$ cat config.mk
export PLATFORM = sky130hd
export DESIGN_NAME = pcsr_top
export DESIGN_NICKNAME = d
export VERILOG_FILES = /design/src/pcsr_pkg.sv /design/src/pcsr_mgmt_if.sv /design/src/pcsr_mdio_engine.sv /design/src/pcsr_top.sv
export SDC_FILE = /design/constraint.sdc
export NUM_CORES = 1
export LEC_CHECK = 0
export BUFFER_PORTS_ARGS = -buffer_cell sky130_fd_sc_hd__buf_2
export CAP_MARGIN = 20
export CORE_ASPECT_RATIO = 1.2
export CORE_UTILIZATION = 55
export CTS_CLUSTER_DIAMETER = 50
export DETAILED_ROUTE_END_ITERATION = 10
export GPL_TIMING_DRIVEN = 0
export PLACE_DENSITY = 0.83
export SLEW_MARGIN = 20
export SYNTH_ARGS = -nofsm -noshare
export SYNTH_HDL_FRONTEND = slang
export SYNTH_SLANG_ARGS = --single-unit
$ cat constraint.sdc
create_clock -name clk_in -period 4.6 [get_ports clk_in]
set_clock_uncertainty 0.1 [all_clocks]
set_input_delay 0.23 -clock clk_in [delete_from_list [all_inputs] [get_ports clk_in]]
set_output_delay 0.23 -clock clk_in [all_outputs]
set_load 0.01 [all_outputs]
$ cat src/pcsr_pkg.sv
// Contract
// - low power drives MAC outputs low and tri-states the pair transmitter
// - entering low power by bit keeps registers, reloads latching bits
// - reset loads every management bit with its default
// - isolate floats all MAC outputs and ignores MAC transmit inputs
// - isolate defaults to one when PHY address is zero, else zero
// - restart negotiation only honoured in software mode
// - restart bit set by write, cleared once negotiation has begun
// - writes setting restart are ignored while negotiation is disabled
// - hardware mode takes duplex from the duplex select pin
// - software mode duplex from negotiation result or from the duplex bit
// - duplex bit has no effect during loopback
// - collision test clear keeps collision from following transmit enable
// - collision test set makes collision follow transmit enable in time
// - reserved low control bits read zero
// - status reads T4 zero, negotiation ability and extended ability one
// - four capability bits default one, writable only under override
// - negotiation complete reads progress state and latches high
// - jabber and remote fault latch high, link status latches low
// - preamble suppression bit defaults zero; one accepts bare frames
// - latched remote fault clears when the status register is read
package pcsr_pkg;
  localparam logic [4:0] REG_CONTROL = 5'h00;
  localparam logic [4:0] REG_STATUS = 5'h01;
  localparam logic [4:0] ISO_PHY_ADDR = 5'h00;
  // control register reset values
  localparam logic CTL_LOOP_RST = 1'h0;
  localparam logic CTL_RATE_RST = 1'h1;
  localparam logic CTL_AN_EN_RST = 1'h1;
  localparam logic CTL_LOW_PWR_RST = 1'h0;
  localparam logic CTL_DUPLEX_RST = 1'h0;
  localparam logic CTL_COL_TEST_RST = 1'h0;
  // status register reset values
  localparam logic [3:0] STS_CAP_RST = 4'hF;
  localparam logic [3:0] STS_RSV_RST = 4'h0;
  localparam logic STS_PRE_SUP_RST = 1'h0;
  localparam logic STS_LATCH_RST = 1'h0;
  // control field positions
  localparam int CTL_RESET = 15;
  localparam int CTL_LOOP = 14;
  localparam int CTL_RATE = 13;
  localparam int CTL_AN_EN = 12;
  localparam int CTL_LOW_PWR = 11;
  localparam int CTL_ISOLATE = 10;
  localparam int CTL_AN_RESTART = 9;
  localparam int CTL_DUPLEX = 8;
  localparam int CTL_COL_TEST = 7;
  // status field positions
  localparam int STS_CAP_HI = 14;
  localparam int STS_CAP_LO = 11;
  localparam int STS_RSV_HI = 10;
  localparam int STS_RSV_LO = 7;
  localparam int STS_PRE_SUP = 6;
  // timing
  localparam int CLK_PERIOD_NS = 40;
  localparam int BIT_TIME_NS = 100;
  localparam int COL_ON_BITS = 512;
  localparam int COL_OFF_BITS = 4;
  localparam int COL_ON_CYC = COL_ON_BITS * BIT_TIME_NS / CLK_PERIOD_NS;
  localparam int COL_OFF_CYC = COL_OFF_BITS * BIT_TIME_NS / CLK_PERIOD_NS;
  localparam logic [1:0] STRAP_WAIT = 2'h3;
  // management frame
  localparam logic [5:0] PREAMBLE_LEN = 6'h20;
  localparam logic [3:0] HDR_LAST = 4'hB;
  localparam logic [3:0] DATA_LAST = 4'hF;
  localparam logic [1:0] OP_READ = 2'h2;
  localparam logic [1:0] OP_WRITE = 2'h1;
  typedef enum logic [4:0] {
    M_IDLE = 5'h01,
    M_START = 5'h02,
    M_HDR = 5'h04,
    M_TA = 5'h08,
    M_DATA = 5'h10
  } pcsr_mdio_st_t;
endpackage : pcsr_pkg

$ cat src/pcsr_mgmt_if.sv
`timescale 1ns/10ps
`default_nettype none
interface pcsr_mgmt_if;
  logic [4:0] addr;
  logic [15:0] wdata;
  logic wr;
  logic rd;
  logic [15:0] rdata;
  logic pre_sup;
  logic [4:0] phy_addr;
  modport engine (output addr, wdata, wr, rd,
                  input rdata, pre_sup, phy_addr);
  modport regs (input addr, wdata, wr, rd,
                output rdata, pre_sup, phy_addr);
endinterface : pcsr_mgmt_if
`default_nettype wire

$ cat src/pcsr_mdio_engine.sv
`timescale 1ns/10ps
`default_nettype none
module pcsr_mdio_engine (
  // clock and reset
  input wire logic clk_in,
  input wire logic rst_b_in,
  // management pins
  input wire logic mdc_in,
  input wire logic mdio_in,
  output logic mdio_out,
  output logic mdio_oe_out,
  // register side
  pcsr_mgmt_if.engine mg
);
  import pcsr_pkg::*;
  logic [2:0] mdc_r;
  logic [1:0] dat_r;
  logic rise;
  logic bit_in;
  pcsr_mdio_st_t st_r;
  logic [5:0] ones_r;
  logic [3:0] cnt_r;
  logic [11:0] hdr_r;
  logic [15:0] sh_r;
  logic is_rd;
  logic hit;

  // mdc needs several clk periods per half cycle
  always_ff @(posedge clk_in or negedge rst_b_in)
  begin
    if (!rst_b_in)
    begin
      mdc_r <= 3'h0;
      dat_r <= 2'h0;
    end
    else
    begin
      mdc_r <= {mdc_r[1:0], mdc_in};
      dat_r <= {dat_r[0], mdio_in};
    end
  end

  assign rise = mdc_r[1] & ~mdc_r[2];
  assign bit_in = dat_r[1];
  assign is_rd = (hdr_r[11:10] == OP_READ);
  assign hit = (hdr_r[9:5] == mg.phy_addr);
  assign mg.addr = hdr_r[4:0];

  always_ff @(posedge clk_in or negedge rst_b_in)
  begin
    if (!rst_b_in)
    begin
      st_r <= M_IDLE;
      ones_r <= 6'h00;
      cnt_r <= 4'h0;
      hdr_r <= 12'h000;
      sh_r <= 16'h0000;
      mdio_out <= 1'h0;
      mdio_oe_out <= 1'h0;
      mg.rd <= 1'h0;
      mg.wr <= 1'h0;
      mg.wdata <= 16'h0000;
    end
    else
    begin
      mg.rd <= 1'h0;
      mg.wr <= 1'h0;
      // snapshot taken before clear-on-read lands
      if (mg.rd)
        sh_r <= mg.rdata;
      if (rise)
      begin
        case (st_r)
          M_IDLE:
          begin
            if (bit_in)
              ones_r <= (ones_r == PREAMBLE_LEN) ? ones_r : ones_r + 6'h01;
            else
            begin
              if (ones_r == PREAMBLE_LEN || mg.pre_sup)
                st_r <= M_START;
              ones_r <= 6'h00;
            end
          end
          M_START:
          begin
            st_r <= bit_in ? M_HDR : M_IDLE;
            cnt_r <= 4'h0;
          end
          M_HDR:
          begin
            hdr_r <= {hdr_r[10:0], bit_in};
            cnt_r <= cnt_r + 4'h1;
            if (cnt_r == HDR_LAST)
            begin
              st_r <= M_TA;
              cnt_r <= 4'h0;
            end
          end
          M_TA:
          begin
            cnt_r <= 4'h1;
            if (cnt_r == 4'h0)
            begin
              mg.rd <= is_rd & hit;
              mdio_oe_out <= is_rd & hit;
              mdio_out <= 1'h0;
            end
            else
            begin
              mdio_out <= sh_r[15];
              sh_r <= {sh_r[14:0], 1'h0};
              st_r <= M_DATA;
              cnt_r <= 4'h0;
            end
          end
          M_DATA:
          begin
            cnt_r <= cnt_r + 4'h1;
            mdio_out <= sh_r[15];
            sh_r <= {sh_r[14:0], bit_in};
            if (cnt_r == DATA_LAST)
            begin
              st_r <= M_IDLE;
              mdio_oe_out <= 1'h0;
              mg.wr <= (hdr_r[11:10] == OP_WRITE) & hit;
              mg.wdata <= {sh_r[14:0], bit_in};
            end
          end
          default:
            st_r <= M_IDLE;
        endcase
      end
    end
  end
endmodule : pcsr_mdio_engine
`default_nettype wire

$ cat src/pcsr_top.sv
`timescale 1ns/10ps
`default_nettype none
module pcsr_top (
  // clock and reset
  input wire logic clk_in,
  input wire logic rst_b_in,
  // management pins
  input wire logic mdc_in,
  input wire logic mdio_in,
  output logic mdio_out,
  output logic mdio_oe_out,
  // strap and select pins
  input wire logic hard_soft_select_pin_in,
  input wire logic duplex_select_pin_in,
  input wire logic [4:0] phy_addr_in,
  // extended control, same clock
  input wire logic override_write_en_in,
  // core status, same clock
  input wire logic an_complete_in,
  input wire logic an_started_in,
  input wire logic an_result_full_in,
  input wire logic remote_fault_in,
  input wire logic link_up_in,
  input wire logic jabber_in,
  // core receive side, same clock
  input wire logic core_tx_clk_in,
  input wire logic core_rx_clk_in,
  input wire logic core_rx_dv_in,
  input wire logic core_rx_er_in,
  input wire logic [3:0] core_rxd_in,
  input wire logic core_crs_in,
  input wire logic core_col_in,
  // MAC pins
  input wire logic txen_in,
  input wire logic [3:0] txd_in,
  input wire logic txer_in,
  output logic tx_clk_out,
  output logic rx_clk_out,
  output logic rx_dv_out,
  output logic rx_er_out,
  output logic [3:0] rxd_out,
  output logic crs_out,
  output logic col_out,
  output logic mac_oe_out,
  // toward core transmit
  output logic core_txen_out,
  output logic [3:0] core_txd_out,
  output logic core_txer_out,
  // twisted pair and mode outputs
  output logic pair_tx_oe_out,
  output logic tx_pair_tristate_out,
  output logic low_power_out,
  output logic loopback_out,
  output logic rate_100_out,
  output logic an_enable_out,
  output logic an_restart_out,
  output logic duplex_full_out
);
  import pcsr_pkg::*;
  localparam int COL_OFF_LIM = COL_OFF_CYC;

  pcsr_mgmt_if mg ();
  logic [12:0] pin_s1_r;
  logic [12:0] pin_s2_r;
  logic hs_sw;
  logic dpx_pin;
  logic [4:0] pa;
  logic [5:0] tx_pins;
  logic [1:0] strap_r;
  logic soft_rst_r;
  logic loop_r;
  logic rate_r;
  logic an_en_r;
  logic low_pwr_r;
  logic low_pwr_d_r;
  logic iso_r;
  logic restart_r;
  logic duplex_r;
  logic col_test_r;
  logic [3:0] cap_r;
  logic [3:0] rsv_r;
  logic pre_sup_r;
  logic an_done_r;
  logic rfault_r;
  logic jab_r;
  logic link_r;
  logic wr_ctl;
  logic wr_sts;
  logic rd_sts;
  logic lp_enter;
  logic restart_set;
  logic [15:0] wd;

  pcsr_mdio_engine u_engine (
    .clk_in (clk_in),
    .rst_b_in (rst_b_in),
    .mdc_in (mdc_in),
    .mdio_in (mdio_in),
    .mdio_out (mdio_out),
    .mdio_oe_out (mdio_oe_out),
    .mg (mg.engine)
  );

  always_ff @(posedge clk_in or negedge rst_b_in)
  begin
    if (!rst_b_in)
    begin
      pin_s1_r <= 13'h0000;
      pin_s2_r <= 13'h0000;
    end
    else
    begin
      pin_s1_r <= {hard_soft_select_pin_in, duplex_select_pin_in,
                   phy_addr_in, txen_in, txd_in, txer_in};
      pin_s2_r <= pin_s1_r;
    end
  end

  assign hs_sw = pin_s2_r[12];
  assign dpx_pin = pin_s2_r[11];
  assign pa = pin_s2_r[10:6];
  assign tx_pins = pin_s2_r[5:0];
  assign wd = mg.wdata;
  // accesses are shut out while a software reset runs
  assign wr_ctl = mg.wr && mg.addr == REG_CONTROL && !soft_rst_r;
  assign wr_sts = mg.wr && mg.addr == REG_STATUS && !soft_rst_r;
  assign rd_sts = mg.rd && mg.addr == REG_STATUS && !soft_rst_r;
  assign lp_enter = low_pwr_r & ~low_pwr_d_r;
  assign restart_set = wr_ctl && wd[CTL_AN_RESTART] && an_en_r
                       && hs_sw;
  assign mg.pre_sup = pre_sup_r;
  assign mg.phy_addr = pa;

  // straps are only trusted once through the synchroniser
  always_ff @(posedge clk_in or negedge rst_b_in)
  begin
    if (!rst_b_in)
      strap_r <= STRAP_WAIT;
    else if (strap_r != 2'h0)
      strap_r <= strap_r - 2'h1;
  end

  always_ff @(posedge clk_in or negedge rst_b_in)
  begin
    if (!rst_b_in)
    begin
      soft_rst_r <= 1'h0;
      loop_r <= CTL_LOOP_RST;
      rate_r <= CTL_RATE_RST;
      an_en_r <= CTL_AN_EN_RST;
      low_pwr_r <= CTL_LOW_PWR_RST;
      iso_r <= 1'h0;
      duplex_r <= CTL_DUPLEX_RST;
      col_test_r <= CTL_COL_TEST_RST;
    end
    else if (soft_rst_r)
    begin
      soft_rst_r <= 1'h0;
      loop_r <= CTL_LOOP_RST;
      rate_r <= CTL_RATE_RST;
      an_en_r <= CTL_AN_EN_RST;
      low_pwr_r <= CTL_LOW_PWR_RST;
      iso_r <= (pa == ISO_PHY_ADDR);
      duplex_r <= CTL_DUPLEX_RST;
      col_test_r <= CTL_COL_TEST_RST;
    end
    else
    begin
      if (strap_r == 2'h1)
        iso_r <= (pa == ISO_PHY_ADDR);
      if (wr_ctl && wd[CTL_RESET])
        soft_rst_r <= 1'h1;
      else if (wr_ctl)
      begin
        loop_r <= wd[CTL_LOOP];
        rate_r <= wd[CTL_RATE];
        an_en_r <= wd[CTL_AN_EN];
        low_pwr_r <= wd[CTL_LOW_PWR];
        iso_r <= wd[CTL_ISOLATE];
        duplex_r <= wd[CTL_DUPLEX];
        col_test_r <= wd[CTL_COL_TEST];
      end
    end
  end

  // a fresh write beats the start indication in the same cycle
  always_ff @(posedge clk_in or negedge rst_b_in)
  begin
    if (!rst_b_in)
      restart_r <= 1'h0;
    else if (soft_rst_r)
      restart_r <= 1'h0;
    else if (restart_set)
      restart_r <= 1'h1;
    else if (an_started_in)
      restart_r <= 1'h0;
  end

  always_ff @(posedge clk_in or negedge rst_b_in)
  begin
    if (!rst_b_in)
    begin
      low_pwr_d_r <= 1'h0;
      cap_r <= STS_CAP_RST;
      rsv_r <= STS_RSV_RST;
      pre_sup_r <= STS_PRE_SUP_RST;
    end
    else
    begin
      low_pwr_d_r <= low_pwr_r;
      if (soft_rst_r)
      begin
        cap_r <= STS_CAP_RST;
        rsv_r <= STS_RSV_RST;
        pre_sup_r <= STS_PRE_SUP_RST;
      end
      else if (wr_sts && override_write_en_in)
      begin
        cap_r <= wd[STS_CAP_HI:STS_CAP_LO];
        rsv_r <= wd[STS_RSV_HI:STS_RSV_LO];
        pre_sup_r <= wd[STS_PRE_SUP];
      end
    end
  end

  // a read reloads the live state, so an event in that cycle survives
  always_ff @(posedge clk_in or negedge rst_b_in)
  begin
    if (!rst_b_in)
    begin
      an_done_r <= STS_LATCH_RST;
      rfault_r <= STS_LATCH_RST;
      jab_r <= STS_LATCH_RST;
      link_r <= STS_LATCH_RST;
    end
    else if (soft_rst_r || lp_enter)
    begin
      an_done_r <= STS_LATCH_RST;
      rfault_r <= STS_LATCH_RST;
      jab_r <= STS_LATCH_RST;
      link_r <= STS_LATCH_RST;
    end
    else if (rd_sts)
    begin
      an_done_r <= an_complete_in & an_en_r;
      rfault_r <= remote_fault_in;
      jab_r <= jabber_in;
      link_r <= link_up_in;
    end
    else
    begin
      an_done_r <= an_done_r | (an_complete_in & an_en_r);
      rfault_r <= rfault_r | remote_fault_in;
      jab_r <= jab_r | jabber_in;
      link_r <= link_r & link_up_in;
    end
  end

  always_comb
  begin
    mg.rdata = 16'h0000;
    case (mg.addr)
      REG_CONTROL:
        mg.rdata = {soft_rst_r, loop_r, rate_r, an_en_r, low_pwr_r, iso_r,
                    restart_r, duplex_r, col_test_r, 7'h00};
      REG_STATUS:
        mg.rdata = {1'h0, cap_r, rsv_r, pre_sup_r, an_done_r, rfault_r,
                    1'h1, link_r, jab_r, 1'h1};
      default:
        mg.rdata = 16'h0000;
    endcase
  end

  // in software mode loopback is treated as full duplex
  always_ff @(posedge clk_in or negedge rst_b_in)
  begin
    if (!rst_b_in)
      duplex_full_out <= 1'h0;
    else if (!hs_sw)
      duplex_full_out <= dpx_pin;
    else if (loop_r)
      duplex_full_out <= 1'h1;
    else if (an_en_r)
      duplex_full_out <= an_result_full_in;
    else
      duplex_full_out <= duplex_r;
  end

  always_ff @(posedge clk_in or negedge rst_b_in)
  begin
    if (!rst_b_in)
    begin
      mac_oe_out <= 1'h0;
      {tx_clk_out, rx_clk_out, rx_dv_out, rx_er_out} <= 4'h0;
      rxd_out <= 4'h0;
      crs_out <= 1'h0;
      col_out <= 1'h0;
      {core_txen_out, core_txd_out, core_txer_out} <= 6'h00;
    end
    else
    begin
      mac_oe_out <= ~iso_r;
      if (low_pwr_r)
      begin
        {tx_clk_out, rx_clk_out, rx_dv_out, rx_er_out} <= 4'h0;
        rxd_out <= 4'h0;
        crs_out <= 1'h0;
        col_out <= 1'h0;
      end
      else
      begin
        {tx_clk_out, rx_clk_out, rx_dv_out, rx_er_out} <=
          {core_tx_clk_in, core_rx_clk_in, core_rx_dv_in, core_rx_er_in};
        rxd_out <= core_rxd_in;
        crs_out <= core_crs_in;
        if (col_test_r)
          col_out <= tx_pins[5];
        else
          col_out <= core_col_in & ~loop_r;
      end
      if (iso_r || low_pwr_r)
        {core_txen_out, core_txd_out, core_txer_out} <= 6'h00;
      else
        {core_txen_out, core_txd_out, core_txer_out} <= tx_pins;
    end
  end

  always_ff @(posedge clk_in or negedge rst_b_in)
  begin
    if (!rst_b_in)
    begin
      pair_tx_oe_out <= 1'h1;
      tx_pair_tristate_out <= 1'h0;
      low_power_out <= 1'h0;
      loopback_out <= 1'h0;
      rate_100_out <= 1'h0;
      an_enable_out <= 1'h0;
      an_restart_out <= 1'h0;
    end
    else
    begin
      pair_tx_oe_out <= ~low_pwr_r;
      tx_pair_tristate_out <= low_pwr_r;
      low_power_out <= low_pwr_r;
      loopback_out <= loop_r;
      rate_100_out <= rate_r;
      an_enable_out <= an_en_r;
      an_restart_out <= restart_r;
    end
  end
endmodule : pcsr_top
`default_nettype wire

Word-level counts from Yosys, hierarchy flattened. Cells that the tools add are included.

Add/subtract/negate cells: 3. Eq/ne operators: 21. Multiplexer cells: 83. Bitwise logic cells: 15. Reductions and logical operators: 32.

Operator list (number): case mux 16 bit (2 select lines) (2); two-way mux 1 bit (59); two-way mux 16 bit (3); two-way mux 4 bit (7); two-way mux 5 bit (5); case mux 5 bit (5 select lines) (1); case mux 4 bit (4 select lines) (1); two-way mux 6 bit (2); logical AND 1 bit (11); == test 5 x 1 -> 1 bit, second input constant (2); logical NOT 5 bit (2); == test 4 bit, second input constant (2); != test 2 x 1 -> 1 bit, second input constant (4); != test 2 bit, second input constant (4); AND reduction 2 bit (4); nonzero test 2 bit (4); AND 1 bit (7); adder 6 x 1 -> 6 bit, second input constant (1); == test 6 bit, second input constant (1); AND reduction 3 bit (2); AND reduction 6 bit (1); == test 5 x 2 -> 1 bit, second input constant (1); == test 5 x 3 -> 1 bit, second input constant (1); == test 5 x 4 -> 1 bit, second input constant (1); other kinds (16) (26).

Flip-flop bits (word level): 142. Input port bits: 34.

Logic depth before layout (Yosys ltp). Gate-level depths: netlist (run 1).

Depth in word-level cells: 8. Gate-level depth with buffers: 8. Depth with buffers taken out: 7.

By module. Synthesis (run 1) repeated with hierarchy kept, for this count alone.

Cells, all modules: 451. Area total of the unflattened synthesis: 5926.9 sq um.

By module, submodules not included: pcsr_mdio_engine (times used 1, cells an instance 258, area an instance 3285.7 sq um, sequential area each 1702.9 sq um); pcsr_top (times used 1, cells an instance 193, area an instance 2641.3 sq um, sequential area each 1863.0 sq um).

Worst setup path after synthesis (run 1). No wires, ideal clock.

Kind: register -> register. Start: reg u_engine.ones_r[0]. End: reg u_engine.st_r[1]. Setup time: 125 ps. Data arrival time: 1654 ps. Required time: 4375 ps. Slack: 2721 ps. Cell stages (with the launch flop): 8. Buffers on the path: 0. Period minus slack after synthesis: 1879 ps. Cells stage by stage: dfrtp_1 > inv_1 > ha_1 > nand2_1 > nor4_2 > o21ba_2 > o2111ai_1 > mux2_2.

Cells in the longest elaborated chain, start to end: 4.

RTL lines: from (decl) (RTL line pcsr_mdio_engine.sv:21) `logic [5:0] ones_r;`; from (signal assigned) (RTL line pcsr_mdio_engine.sv:77) `ones_r <= (ones_r == PREAMBLE_LEN) ? ones_r : ones_r + 6'h01;`; == test 6 bit (RTL line pcsr_mdio_engine.sv:80) `if (ones_r == PREAMBLE_LEN || mg.pre_sup)`; logical OR 1 bit (RTL line pcsr_mdio_engine.sv:80); != test 2 x 1 -> 1 bit (no line); AND reduction 6 bit (no line); to (signal assigned) (RTL line pcsr_mdio_engine.sv:87) `st_r <= bit_in ? M_HDR : M_IDLE;`; to (decl) (RTL line pcsr_mdio_engine.sv:20) `pcsr_mdio_st_t st_r;`.

No other way between the ends. A chain may end at the register's enable or synchronous reset.

Worst setup path after layout (run 1).
Start: reg u_engine.cnt_r[0]. End: reg u_engine.sh_r[11].

Cells in the longest elaborated chain, start to end: 4.

RTL lines: from (decl) (RTL line pcsr_mdio_engine.sv:22) `logic [3:0] cnt_r;`; from (signal assigned) (RTL line pcsr_mdio_engine.sv:93) `cnt_r <= cnt_r + 4'h1;`; from (signal assigned) (RTL line pcsr_mdio_engine.sv:119) `cnt_r <= cnt_r + 4'h1;`; logical NOT 4 bit (RTL line pcsr_mdio_engine.sv:103) `if (cnt_r == 4'h0)`; two-way mux 16 bit (RTL line pcsr_mdio_engine.sv:103); case mux 16 bit (2 select lines) (RTL line pcsr_mdio_engine.sv:73) `case (st_r)`; two-way mux 16 bit (RTL line pcsr_mdio_engine.sv:71) `if (rise)`; to (signal assigned) (RTL line pcsr_mdio_engine.sv:70) `sh_r <= mg.rdata;`; to (signal assigned) (RTL line pcsr_mdio_engine.sv:112) `sh_r <= {sh_r[14:0], 1'h0};`; to (signal assigned) (RTL line pcsr_mdio_engine.sv:121) `sh_r <= {sh_r[14:0], bit_in};`; to (decl) (RTL line pcsr_mdio_engine.sv:24) `logic [15:0] sh_r;`.

No other way between the ends.

==> run summary, run 1 <==
After synthesis the netlist holds a flip-flop and latch count of 136. The max-slew violation count is 0. The data required time at the worst endpoint came out at 4830 ps. The overall routed net length came out at 11,100 um. Entering global routing, the biggest net connects 89 pins. The cell count of the worst hold path came out at 4. The post-synthesis cell type count is 53. Using the TritonRoute via totals, the vias-per-cell ratio works out to 5.56. For this design, the slowest cell found on the critical path is sky130_fd_sc_hd__clkbuf_1. The per-instance average area after synthesis came out at 12.2 um^2. STA classifies the critical path endpoint as a register. The wire length of the first global-routing pass is 18,400 um. The cell family with the largest share of critical-path delay is compound AO/OA/AOI/OAI gates. TritonCTS built the clock tree. The net count of the finished layout is 589. The layout cell share with drive strength beyond 1 came out at 23.1%.

Dividing total power by cell area gives a power density of 453 nW/um^2. In the synthesized netlist the dominant register cell turns out to be sky130_fd_sc_hd__dfrtp_1. The hold-critical path endpoint is restart_r. After layout, the design draws a total of 0.00306 W. The final non-filler cell total came out at 685. The leakage power came out at 3.24 nW. The leftover overflow at the end of global routing is 0. Measured against its own limit, the worst slew margin works out to 58.5%. The worst IR drop on VDD came out at 0.271 mV. The number of buffers on the longest clock path came out at 2. The fraction of registers with async set or reset after synthesis came out at 100%.

The number of violations reported at the end of detailed-routing iteration 0 came out at 267. The wire-length estimate of the detail-placed layout is 7010 um. Summing all placed instances gives a cell area of 5840 um^2. The worst register-to-register path has a depth of 8. The number of port buffers came out at 60. The reg-to-reg setup timing slack is 2380 ps. In this run, placement finished with an instance count of 623. The clock edge transition at the registers on the reported setup and hold paths is 60 ps.

Setup repair after global routing left no endpoint under its margin. Once the clock tree was built, the resizer swapped 0 gates to a different size. The final weighted congestion in routability-driven placement came out at 0.859. The slew at the pin closest to its max-slew limit is 621 ps. The setup path with the least slack is of type register to register.

The via count of the first global-routing pass is 3,903. The largest total area in the synthesized netlist belongs to sky130_fd_sc_hd__dfrtp_1. The number of antenna violations at the first check in global routing was 0. The buffer cell driving the clock tree root is sky130_fd_sc_hd__clkbuf_16.

The arrival time reported for the critical path endpoint is 2450 ps. For this run, the number of Yosys warnings is 0. Among the stages of the critical path, the cell type that occurs most often is sky130_fd_sc_hd__inv_1. The share of the cycle needed by the critical path after routing came out at 48.3%. The number of clock sinks seen by CTS came out at 136. Counting instances in the post-synthesis netlist gives the leading cell types as sky130_fd_sc_hd__dfrtp_1, sky130_fd_sc_hd__nor2_1, sky130_fd_sc_hd__nor2b_1.

The sequential area share after synthesis came out at 63.9%. The initial utilization of the core area, before any placement, comes to 56.5%. The final period demand of the worst path is 2220 ps. The final setup violation count came out at 0.

The delay contributed by the slowest stage of the critical path came out at 430 ps. The tightest min-delay check is of the primary input to register type. The number of buffers created by CTS is 17. After routing the design area is 6750 um^2. Dividing the detail-routed wire length by the instance count gives 16.2 um. The die outline width came out at 92.0 um. The summed negative setup slack over all endpoints is 0 ps. In this run the worst path has a maximum fanout of 10. The count of final hold-check violations is 0. In this run the cell area of the synthesized design comes to 5350 um^2. The number of nets in the synthesized netlist is 479. The detail route stage leaves a number of antenna-violating nets equal to 0. The number of iterations in the first detailed-routing pass is 4. In the global route stage, overall resource usage came out at 24.1%. Among all cell types in the netlist, the one instantiated most often is sky130_fd_sc_hd__dfrtp_1. The number of remaining DRC errors came out at 0. The buffer and inverter count on the worst path is 3.

The share of Yosys cell area claimed by the top area cell type came out at 59.0%. The floorplan die area came out at 10,100 um^2. From bottom edge to top edge, the die measures 110 um. The source of the worst hold timing path is an_started_in. The startpoint identified for the worst register-to-register timing path is u_engine.cnt_r[0]. The core box area came out at 9470 um^2. In this run, synthesis inferred 0 flip-flops with an integrated enable. The source-to-sink clock delay at the later pin of the worst-skew pair is 420 ps.

The area growth from synthesis to layout is 26.3%. The count of mapped cells out of synthesis came out at 439. The worst register-to-register path ends at u_engine.sh_r[11]. The number of primary I/O pins is 61.

The clock tree synthesis step divided the H-tree into 4 levels. STA classifies the critical path startpoint as a register. The number of cell rows came out at 39. The flow ran to the end, and the final reports show no timing, DRC or antenna violations.

Across all layers, the routed design uses 3,808 vias. The signal on the critical path passes through inv_1 > ha_1 > inv_1 > o311a_1 > o21ai_1 > clkbuf_1 > nor2_1 > a31oi_1. Across the run, the number of max-cap violations was 0. The antenna cell count is 0. Ranked by total cell area, the synthesized netlist is headed by sky130_fd_sc_hd__dfrtp_1, sky130_fd_sc_hd__dfstp_2, sky130_fd_sc_hd__mux2_2. The maximum clock frequency is 450 MHz.
[per-layer routing]
layer  global-route usage, %  share of wire (%)
met1                    26.8                 41
met2                    43.4                 53
met3                    6.38                3.6
met4                    10.8                1.8
met5                       0                  0
[kinds of logic (layout without fill, tap and decap cells)]
kind of cell	after synthesis	after routing	share of synthesized area, %
buf+inv	33	156	2.60
fa+ha+maj	6	6	1.40
flops	136	136	63.9
mux	28	28	5.87
xor+xnor	8	8	1.31
compound gates	86	86	11.0
simple gates	142	142	13.9
[layout make-up]
type / count / area (um^2)
fill: 652 / 2710
clock inverter: 13 / 170
clock buffer: 19 / 443
tap: 123 / 154
multi-input combinational: 270 / 1790
buffer: 19 / 86.3
timing repair buffer: 91 / 638
sequential: 136 / 3420
inverter: 14 / 52.6
[repair_timing]
action	CTS	global route
hold buffers	30	0
endpoints found under the hold margin	77	0
setup buffers	0	0
setup endpoints to repair	0	0
[sequential cells by signal, indices dropped and copies added, names as in the netlist, 2 cells and up]
name and count:
cap_r 4, core_txd_out 4, pin_s1_r 13, pin_s2_r 13
rsv_r 4, rxd_out 4, strap_r 2, u_engine.cnt_r 4
u_engine.dat_r 2, u_engine.hdr_r 12, u_engine.mdc_r 3, u_engine.mg.wdata 10
u_engine.ones_r 6, u_engine.sh_r 16, u_engine.st_r 5
[tightest hold or removal path: cells and delay by family]
family,cells,cell delay (ps)
and+or+nand+nor,1,80
buffers and inverters,2,150
AOI/OAI and AO/OA,1,60
[report_power, final]
group / leakage (nW) / total (W) / internal, W / switching (W)
combinational: 1.23 / 0.000324 / 0.000152 / 0.000172
sequential: 1.72 / 0.00135 / 0.00128 / 0.0000681
clock: 0.291 / 0.00139 / 0.000872 / 0.000515
[placed cells by master, fill, tap and decap left out, types with 4 or more instances in the layout]
| master | n |
|---|---|
| sky130_fd_sc_hd__a21oi_1 | 17 |
| sky130_fd_sc_hd__a22o_1 | 10 |
| sky130_fd_sc_hd__a31oi_1 | 23 |
| sky130_fd_sc_hd__and2_1 | 10 |
| sky130_fd_sc_hd__and3_1 | 4 |
| sky130_fd_sc_hd__buf_2 | 65 |
| sky130_fd_sc_hd__clkbuf_1 | 11 |
| sky130_fd_sc_hd__clkbuf_16 | 17 |
| sky130_fd_sc_hd__dfrtp_1 | 126 |
| sky130_fd_sc_hd__dfstp_2 | 10 |
| sky130_fd_sc_hd__dlygate4sd3_1 | 30 |
| sky130_fd_sc_hd__ha_1 | 6 |
| sky130_fd_sc_hd__inv_1 | 14 |
| sky130_fd_sc_hd__mux2_1 | 10 |
| sky130_fd_sc_hd__mux2_2 | 17 |
| sky130_fd_sc_hd__nand2_1 | 24 |
| sky130_fd_sc_hd__nand3_1 | 9 |
| sky130_fd_sc_hd__nor2_1 | 37 |
| sky130_fd_sc_hd__nor2b_1 | 27 |
| sky130_fd_sc_hd__nor3_1 | 6 |
| sky130_fd_sc_hd__nor4_1 | 4 |
| sky130_fd_sc_hd__o21ai_0 | 8 |
| sky130_fd_sc_hd__o22a_1 | 7 |
| sky130_fd_sc_hd__xor2_1 | 5 |
[metrics by stage]
step | hold slack (ps) | setup WS [ps] | util [%]
3_3_place_gp | 232 | 1540 | 61.3
5_1_grt | 82.1 | 2260 | 71.3
2_1_floorplan | -166 | 2720 | -
4_1_cts | 29.3 | 2380 | 71.3
3_5_place_dp | 51.4 | 2460 | 61.7
6_report | 41.0 | 2380 | 71.3
[worst max-delay path by stage]
stage / from / endpoint / slack [ps] / cells after the start
after global placement: rst_b_in / u_engine.st_r[2] / 1540 / 1
after floorplan: u_engine.ones_r[0] / u_engine.st_r[1] / 2720 / 7
after global routing: u_engine.st_r[0] / u_engine.sh_r[14] / 2260 / 7
after CTS: u_engine.ones_r[0] / u_engine.st_r[1] / 2380 / 7
final: u_engine.cnt_r[0] / u_engine.sh_r[11] / 2380 / 8
after detailed placement: u_engine.st_r[0] / u_engine.sh_r[9] / 2460 / 7
Note: power is estimated with default switching activity, not from simulation.
==> run 2: changes to the inputs <==
--- a/config.mk
+++ b/config.mk
@@ -5,6 +5,7 @@
 export SDC_FILE = /design/constraint.sdc
 export NUM_CORES = 1
 export LEC_CHECK = 0
+export ABC_AREA = 1
 export BUFFER_PORTS_ARGS = -buffer_cell sky130_fd_sc_hd__buf_2
 export CAP_MARGIN = 20
 export CORE_ASPECT_RATIO = 1.2
@@ -12,7 +13,7 @@
 export CTS_CLUSTER_DIAMETER = 50
 export DETAILED_ROUTE_END_ITERATION = 10
 export GPL_TIMING_DRIVEN = 0
-export PLACE_DENSITY = 0.83
+export PLACE_DENSITY = 0.82
 export SLEW_MARGIN = 20
 export SYNTH_ARGS = -nofsm -noshare
 export SYNTH_HDL_FRONTEND = slang
==> constraint.sdc (replaced) <==
create_clock -name clk_in -period 2.2 [get_ports clk_in]
set_clock_uncertainty 0.1 [all_clocks]
set_input_delay 0.11 -clock clk_in [delete_from_list [all_inputs] [get_ports clk_in]]
set_output_delay 0.11 -clock clk_in [all_outputs]
set_load 0.01 [all_outputs]
==> run summary, run 2 <==
The post-CTS setup-driven buffer insertion count was 0 (unchanged). The most frequently used flop master after synthesis is sky130_fd_sc_hd__dfrtp_1. The routed length per instance came to 14.9 um (-8.2%).

TritonCTS built the clock tree. STA classifies the critical path startpoint as a register. The number of cell rows is 40 (+2.6%). The core box area came out at 9960 um^2 (+5.2%).

The number of synthesized flops with an enable pin is 0 (unchanged). The layout cell share with drive strength beyond 1 came out at 19.7% (-3.4 points). The antenna cell count was 0 (unchanged).

The net switching power of the design came out at 0.00177 W (+130%). The largest registers in the layout are u_engine.sh_r: 16 flops, pin_s1_r: 13 flops, pin_s2_r: 13 flops. The net count after synthesis came out at 646 (+35%). Sorting the synthesized cells by how often they occur yields sky130_fd_sc_hd__nand2_1, sky130_fd_sc_hd__dfrtp_1, sky130_fd_sc_hd__inv_1. The fraction of registers with async set or reset after synthesis came out at 100% (unchanged). The number of buffers on the longest clock path came to 2 (unchanged).

The data required time at the worst endpoint came out at 2450 ps (-2380 ps). The number of port buffers came to 60 (unchanged). The post-route antenna net violation count came to 0 (unchanged). The final setup violation count is 0 (unchanged). The count of mapped cells out of synthesis is 606 (+38%). The die outline width was 94.3 um (+2.5%). The sequential area share after synthesis was 60.7% (-3.2 points). The maximum clock frequency is 553 MHz (+23%). The share of Yosys cell area claimed by the top area cell type is 56.0% (-2.9 points). The final design utilization is 70.7% (-0.60 points).

The final period demand of the worst path is 1810 ps (-414 ps). The summed negative setup slack over all endpoints is 0 ps (unchanged). The switching portion of total power is 27.3% (+2.6 points). The total of max-cap violations came out at 0 (unchanged). The number of primary I/O pins was 61 (unchanged). The source-to-sink clock delay at the later pin of the worst-skew pair came to 420 ps (about the same). The slew at the pin closest to its max-slew limit came to 596 ps (-24.5 ps). The number of clock sinks seen by CTS is 136 (unchanged). The fraction of power consumed by combinational cells came out at 13.1% (+2.5 points). The number of gates resized after CTS came to 0 (unchanged).

The number of remaining DRC errors was 0 (unchanged). The via count normalized by instance count came to 5.26 (-5.5%). The number of H-tree branching levels came to 4 (unchanged). The run finished with clean final reports. The library cell used most frequently in the layout, excluding fill and tap cells, is sky130_fd_sc_hd__nand2_1.

The type of the worst min-delay path is primary input to register. The worst IR drop on VDD was 0.718 mV (+160%). The post-synthesis to final-layout area growth came out at 25.2%. The placed instance count is 793 (+27%). The buffer cell driving the clock tree root is sky130_fd_sc_hd__clkbuf_16. The via count of the first global-routing pass is 4,466 (+14%).

The initial cell density of the core is 56.5% (about the same). The share of the cycle needed by the critical path after routing is 82.1% (+34 points). The per-instance average area after synthesis is 9.28 um^2 (-24%). The hold slack was 114 ps (+72.8 ps).

The detailed-placement wirelength estimate is 7960 um (+14%). Setup repair after global routing left no endpoint under its margin. The number of violations reported at the end of detailed-routing iteration 0 came to 245 (-8.2%).

The area of the mapped netlist is 5630 um^2 (+5.2%). Ranked by total cell area, the synthesized netlist is headed by sky130_fd_sc_hd__dfrtp_1, sky130_fd_sc_hd__nand2_1, sky130_fd_sc_hd__inv_1. The type of the setup path with the least slack is register to register. The final weighted congestion in routability-driven placement came to 0.829 (-3.6%). The number of antenna violations at the first check in global routing came out at 0 (unchanged). The post-synthesis cell type count came to 33 (-38%). The max-slew headroom at the worst pin came out at 60.2% (+1.8 points).

The count of synthesis-stage warnings from yosys came out at 0 (unchanged). The internal cell power is 0.00472 W (+100%). The top cell type by total area after synthesis is sky130_fd_sc_hd__dfrtp_1. The top cell types in the final layout, fill and taps aside, are sky130_fd_sc_hd__nand2_1, sky130_fd_sc_hd__dfrtp_1, sky130_fd_sc_hd__inv_1, sky130_fd_sc_hd__nor2_1, sky130_fd_sc_hd__buf_2. The overall routed net length is 12,700 um (+15%). The number of flip-flops under the largest register name was 16 (unchanged).

The proportion of power drawn by flip-flops and latches is 42.5% (-1.6 points). The number of iterations in the first detailed-routing pass came out at 5 (+1). The endpoint kind of the worst setup timing path is a register. The clock edge transition at the registers on the reported setup and hold paths is 60 ps (about the same). The total routing usage reported by global routing came out at 26.2% (+2.2 points). The critical-path maximum fanout was 9 (-1). The power per unit of standard cell area was 922 nW/um^2 (+100%).

The count of nets after finishing was 758 (+29%). The number of buffers created by CTS is 17 (unchanged). The largest net degree at the start of global routing was 81 (-9.0%). The die height is 113 um (+2.5%). The leftover overflow at the end of global routing was 0 (unchanged).

The share of power burned in the clock network is 44.4% (-1.0 points). The count of final hold-check violations came out at 0 (unchanged). The max-slew violation count came out at 0 (unchanged).

u_engine.sh_r holds more flip-flops than any other register. The synthesized flop and latch total came out at 136 (unchanged). The most common cell in the synthesized netlist is sky130_fd_sc_hd__nand2_1. The total number of vias came to 4,499 (+18%). The floorplan die area was 10,600 um^2 (+5.1%). The arrival time reported for the critical path endpoint is 2060 ps (-390 ps). The leakage power came to 3.51 nW (+8.1%).

The wire length of the first global-routing pass is 20,900 um (+14%). The final non-filler cell total came to 856 (+25%).
==> run 2: cell count changes after synthesis, moves of 17 or more <==
| cell | previous run | this run |
|---|---|---|
| sky130_fd_sc_hd__a31oi_1 | 23 | 1 |
| sky130_fd_sc_hd__inv_1 | 14 | 75 |
| sky130_fd_sc_hd__mux2_2 | 17 | 0 |
| sky130_fd_sc_hd__nand2_1 | 24 | 154 |
| sky130_fd_sc_hd__nand3_1 | 9 | 55 |
| sky130_fd_sc_hd__nor2_1 | 37 | 65 |
| sky130_fd_sc_hd__nor2b_1 | 27 | 0 |
| sky130_fd_sc_hd__o21ai_0 | 8 | 31 |
| sky130_fd_sc_hd__o21ai_2 | 0 | 18 |
==> run 2: repair_timing <==
item                                    in CTS  in global routing
hold buffers                                32                  0
endpoints found under the setup margin       0                  0
endpoints found under the hold margin      110                  0
==> run 2: final cells by class <==
| class | count | area [um^2] |
|---|---|---|
| tap | 126 | 158 |
| fill | 720 | 2920 |
| clock inverter | 13 | 173 |
| sequential | 136 | 3420 |
| clock buffer | 18 | 429 |
| buffer | 13 | 81.3 |
| timing repair buffer | 93 | 658 |
| multi-input combinational | 380 | 1840 |
| inverter | 77 | 289 |
==> run 2: worst paths after layout <==
| path | start | endpoint | slack (ps) | cells after the start |
|---|---|---|---|---|
| max in group asynchronous | rst_b_in | pair_tx_oe_out | 1130 | 3 |
| min in group asynchronous | rst_b_in | u_engine.sh_r[13] | 160 | 2 |
| worst max register to register | u_engine.hdr_r[3] | an_en_r | 390 | 7 |
| worst min-delay path | override_write_en_in | rsv_r[2] | 110 | 4 |
| worst min register to register | pin_s1_r[10] | pin_s2_r[10] | 250 | 0 |
| worst max-delay path | u_engine.hdr_r[3] | an_en_r | 390 | 7 |
==> run 2: critical path: stages (launching register included) <==
cell and delay [ps]:
sky130_fd_sc_hd__dfrtp_1 400, sky130_fd_sc_hd__nor2_1 180, sky130_fd_sc_hd__nand2_1 120, sky130_fd_sc_hd__nor2_4 260
sky130_fd_sc_hd__nand3_1 260, sky130_fd_sc_hd__nand2_1 230, sky130_fd_sc_hd__nor2_1 60, sky130_fd_sc_hd__nor2_1 120
==> run 2: power by group through the flow <==
stage          combinational, W  sequential (W)  clock (W)
2_1_floorplan          0.000531         0.00279          0
3_3_place_gp           0.000752         0.00279          0
3_5_place_dp           0.000785         0.00280          0
4_1_cts                0.000845         0.00276    0.00291
5_1_grt                0.000960         0.00277    0.00300
6_report               0.000847         0.00276    0.00289
==> run 2: kinds of logic (layout without fill, tap and decap cells) <==
| logic type | count (synthesis) | after routing | share of synthesized area [%] |
|---|---|---|---|
| AND/OR/NAND/NOR | 296 | 296 | 22.4 |
| flip-flops | 136 | 136 | 60.7 |
| buffers and inverters | 90 | 214 | 6.58 |
| AO/OA/AOI/OAI | 70 | 70 | 7.69 |
| XOR/XNOR | 8 | 8 | 1.25 |
| adder cells (fa/ha/maj) | 6 | 6 | 1.33 |
==> run 2: stage by stage <==
| stage | setup slack, ps | area [um^2] | power [W] |
|---|---|---|---|
| 6_report | 393 | 7040 | 0.00649 |
| 5_1_grt | 236 | 7040 | 0.00674 |
| 4_1_cts | 422 | 7040 | 0.00651 |
| 3_5_place_dp | 464 | 6120 | 0.00359 |
| 3_3_place_gp | -774 | 6080 | 0.00355 |
| 2_1_floorplan | 730 | 5630 | 0.00332 |
==> run 2: per-layer routing <==
layer	vias up	part of all wire [%]	GRT usage (%)	wire, um
li1	2138	-	-	-
met2	161	52	44.6	6560
met1	2159	40	30.2	5090
met3	41	5.4	7.06	693
met4	0	3.0	12.9	381
met5	-	0	0	0
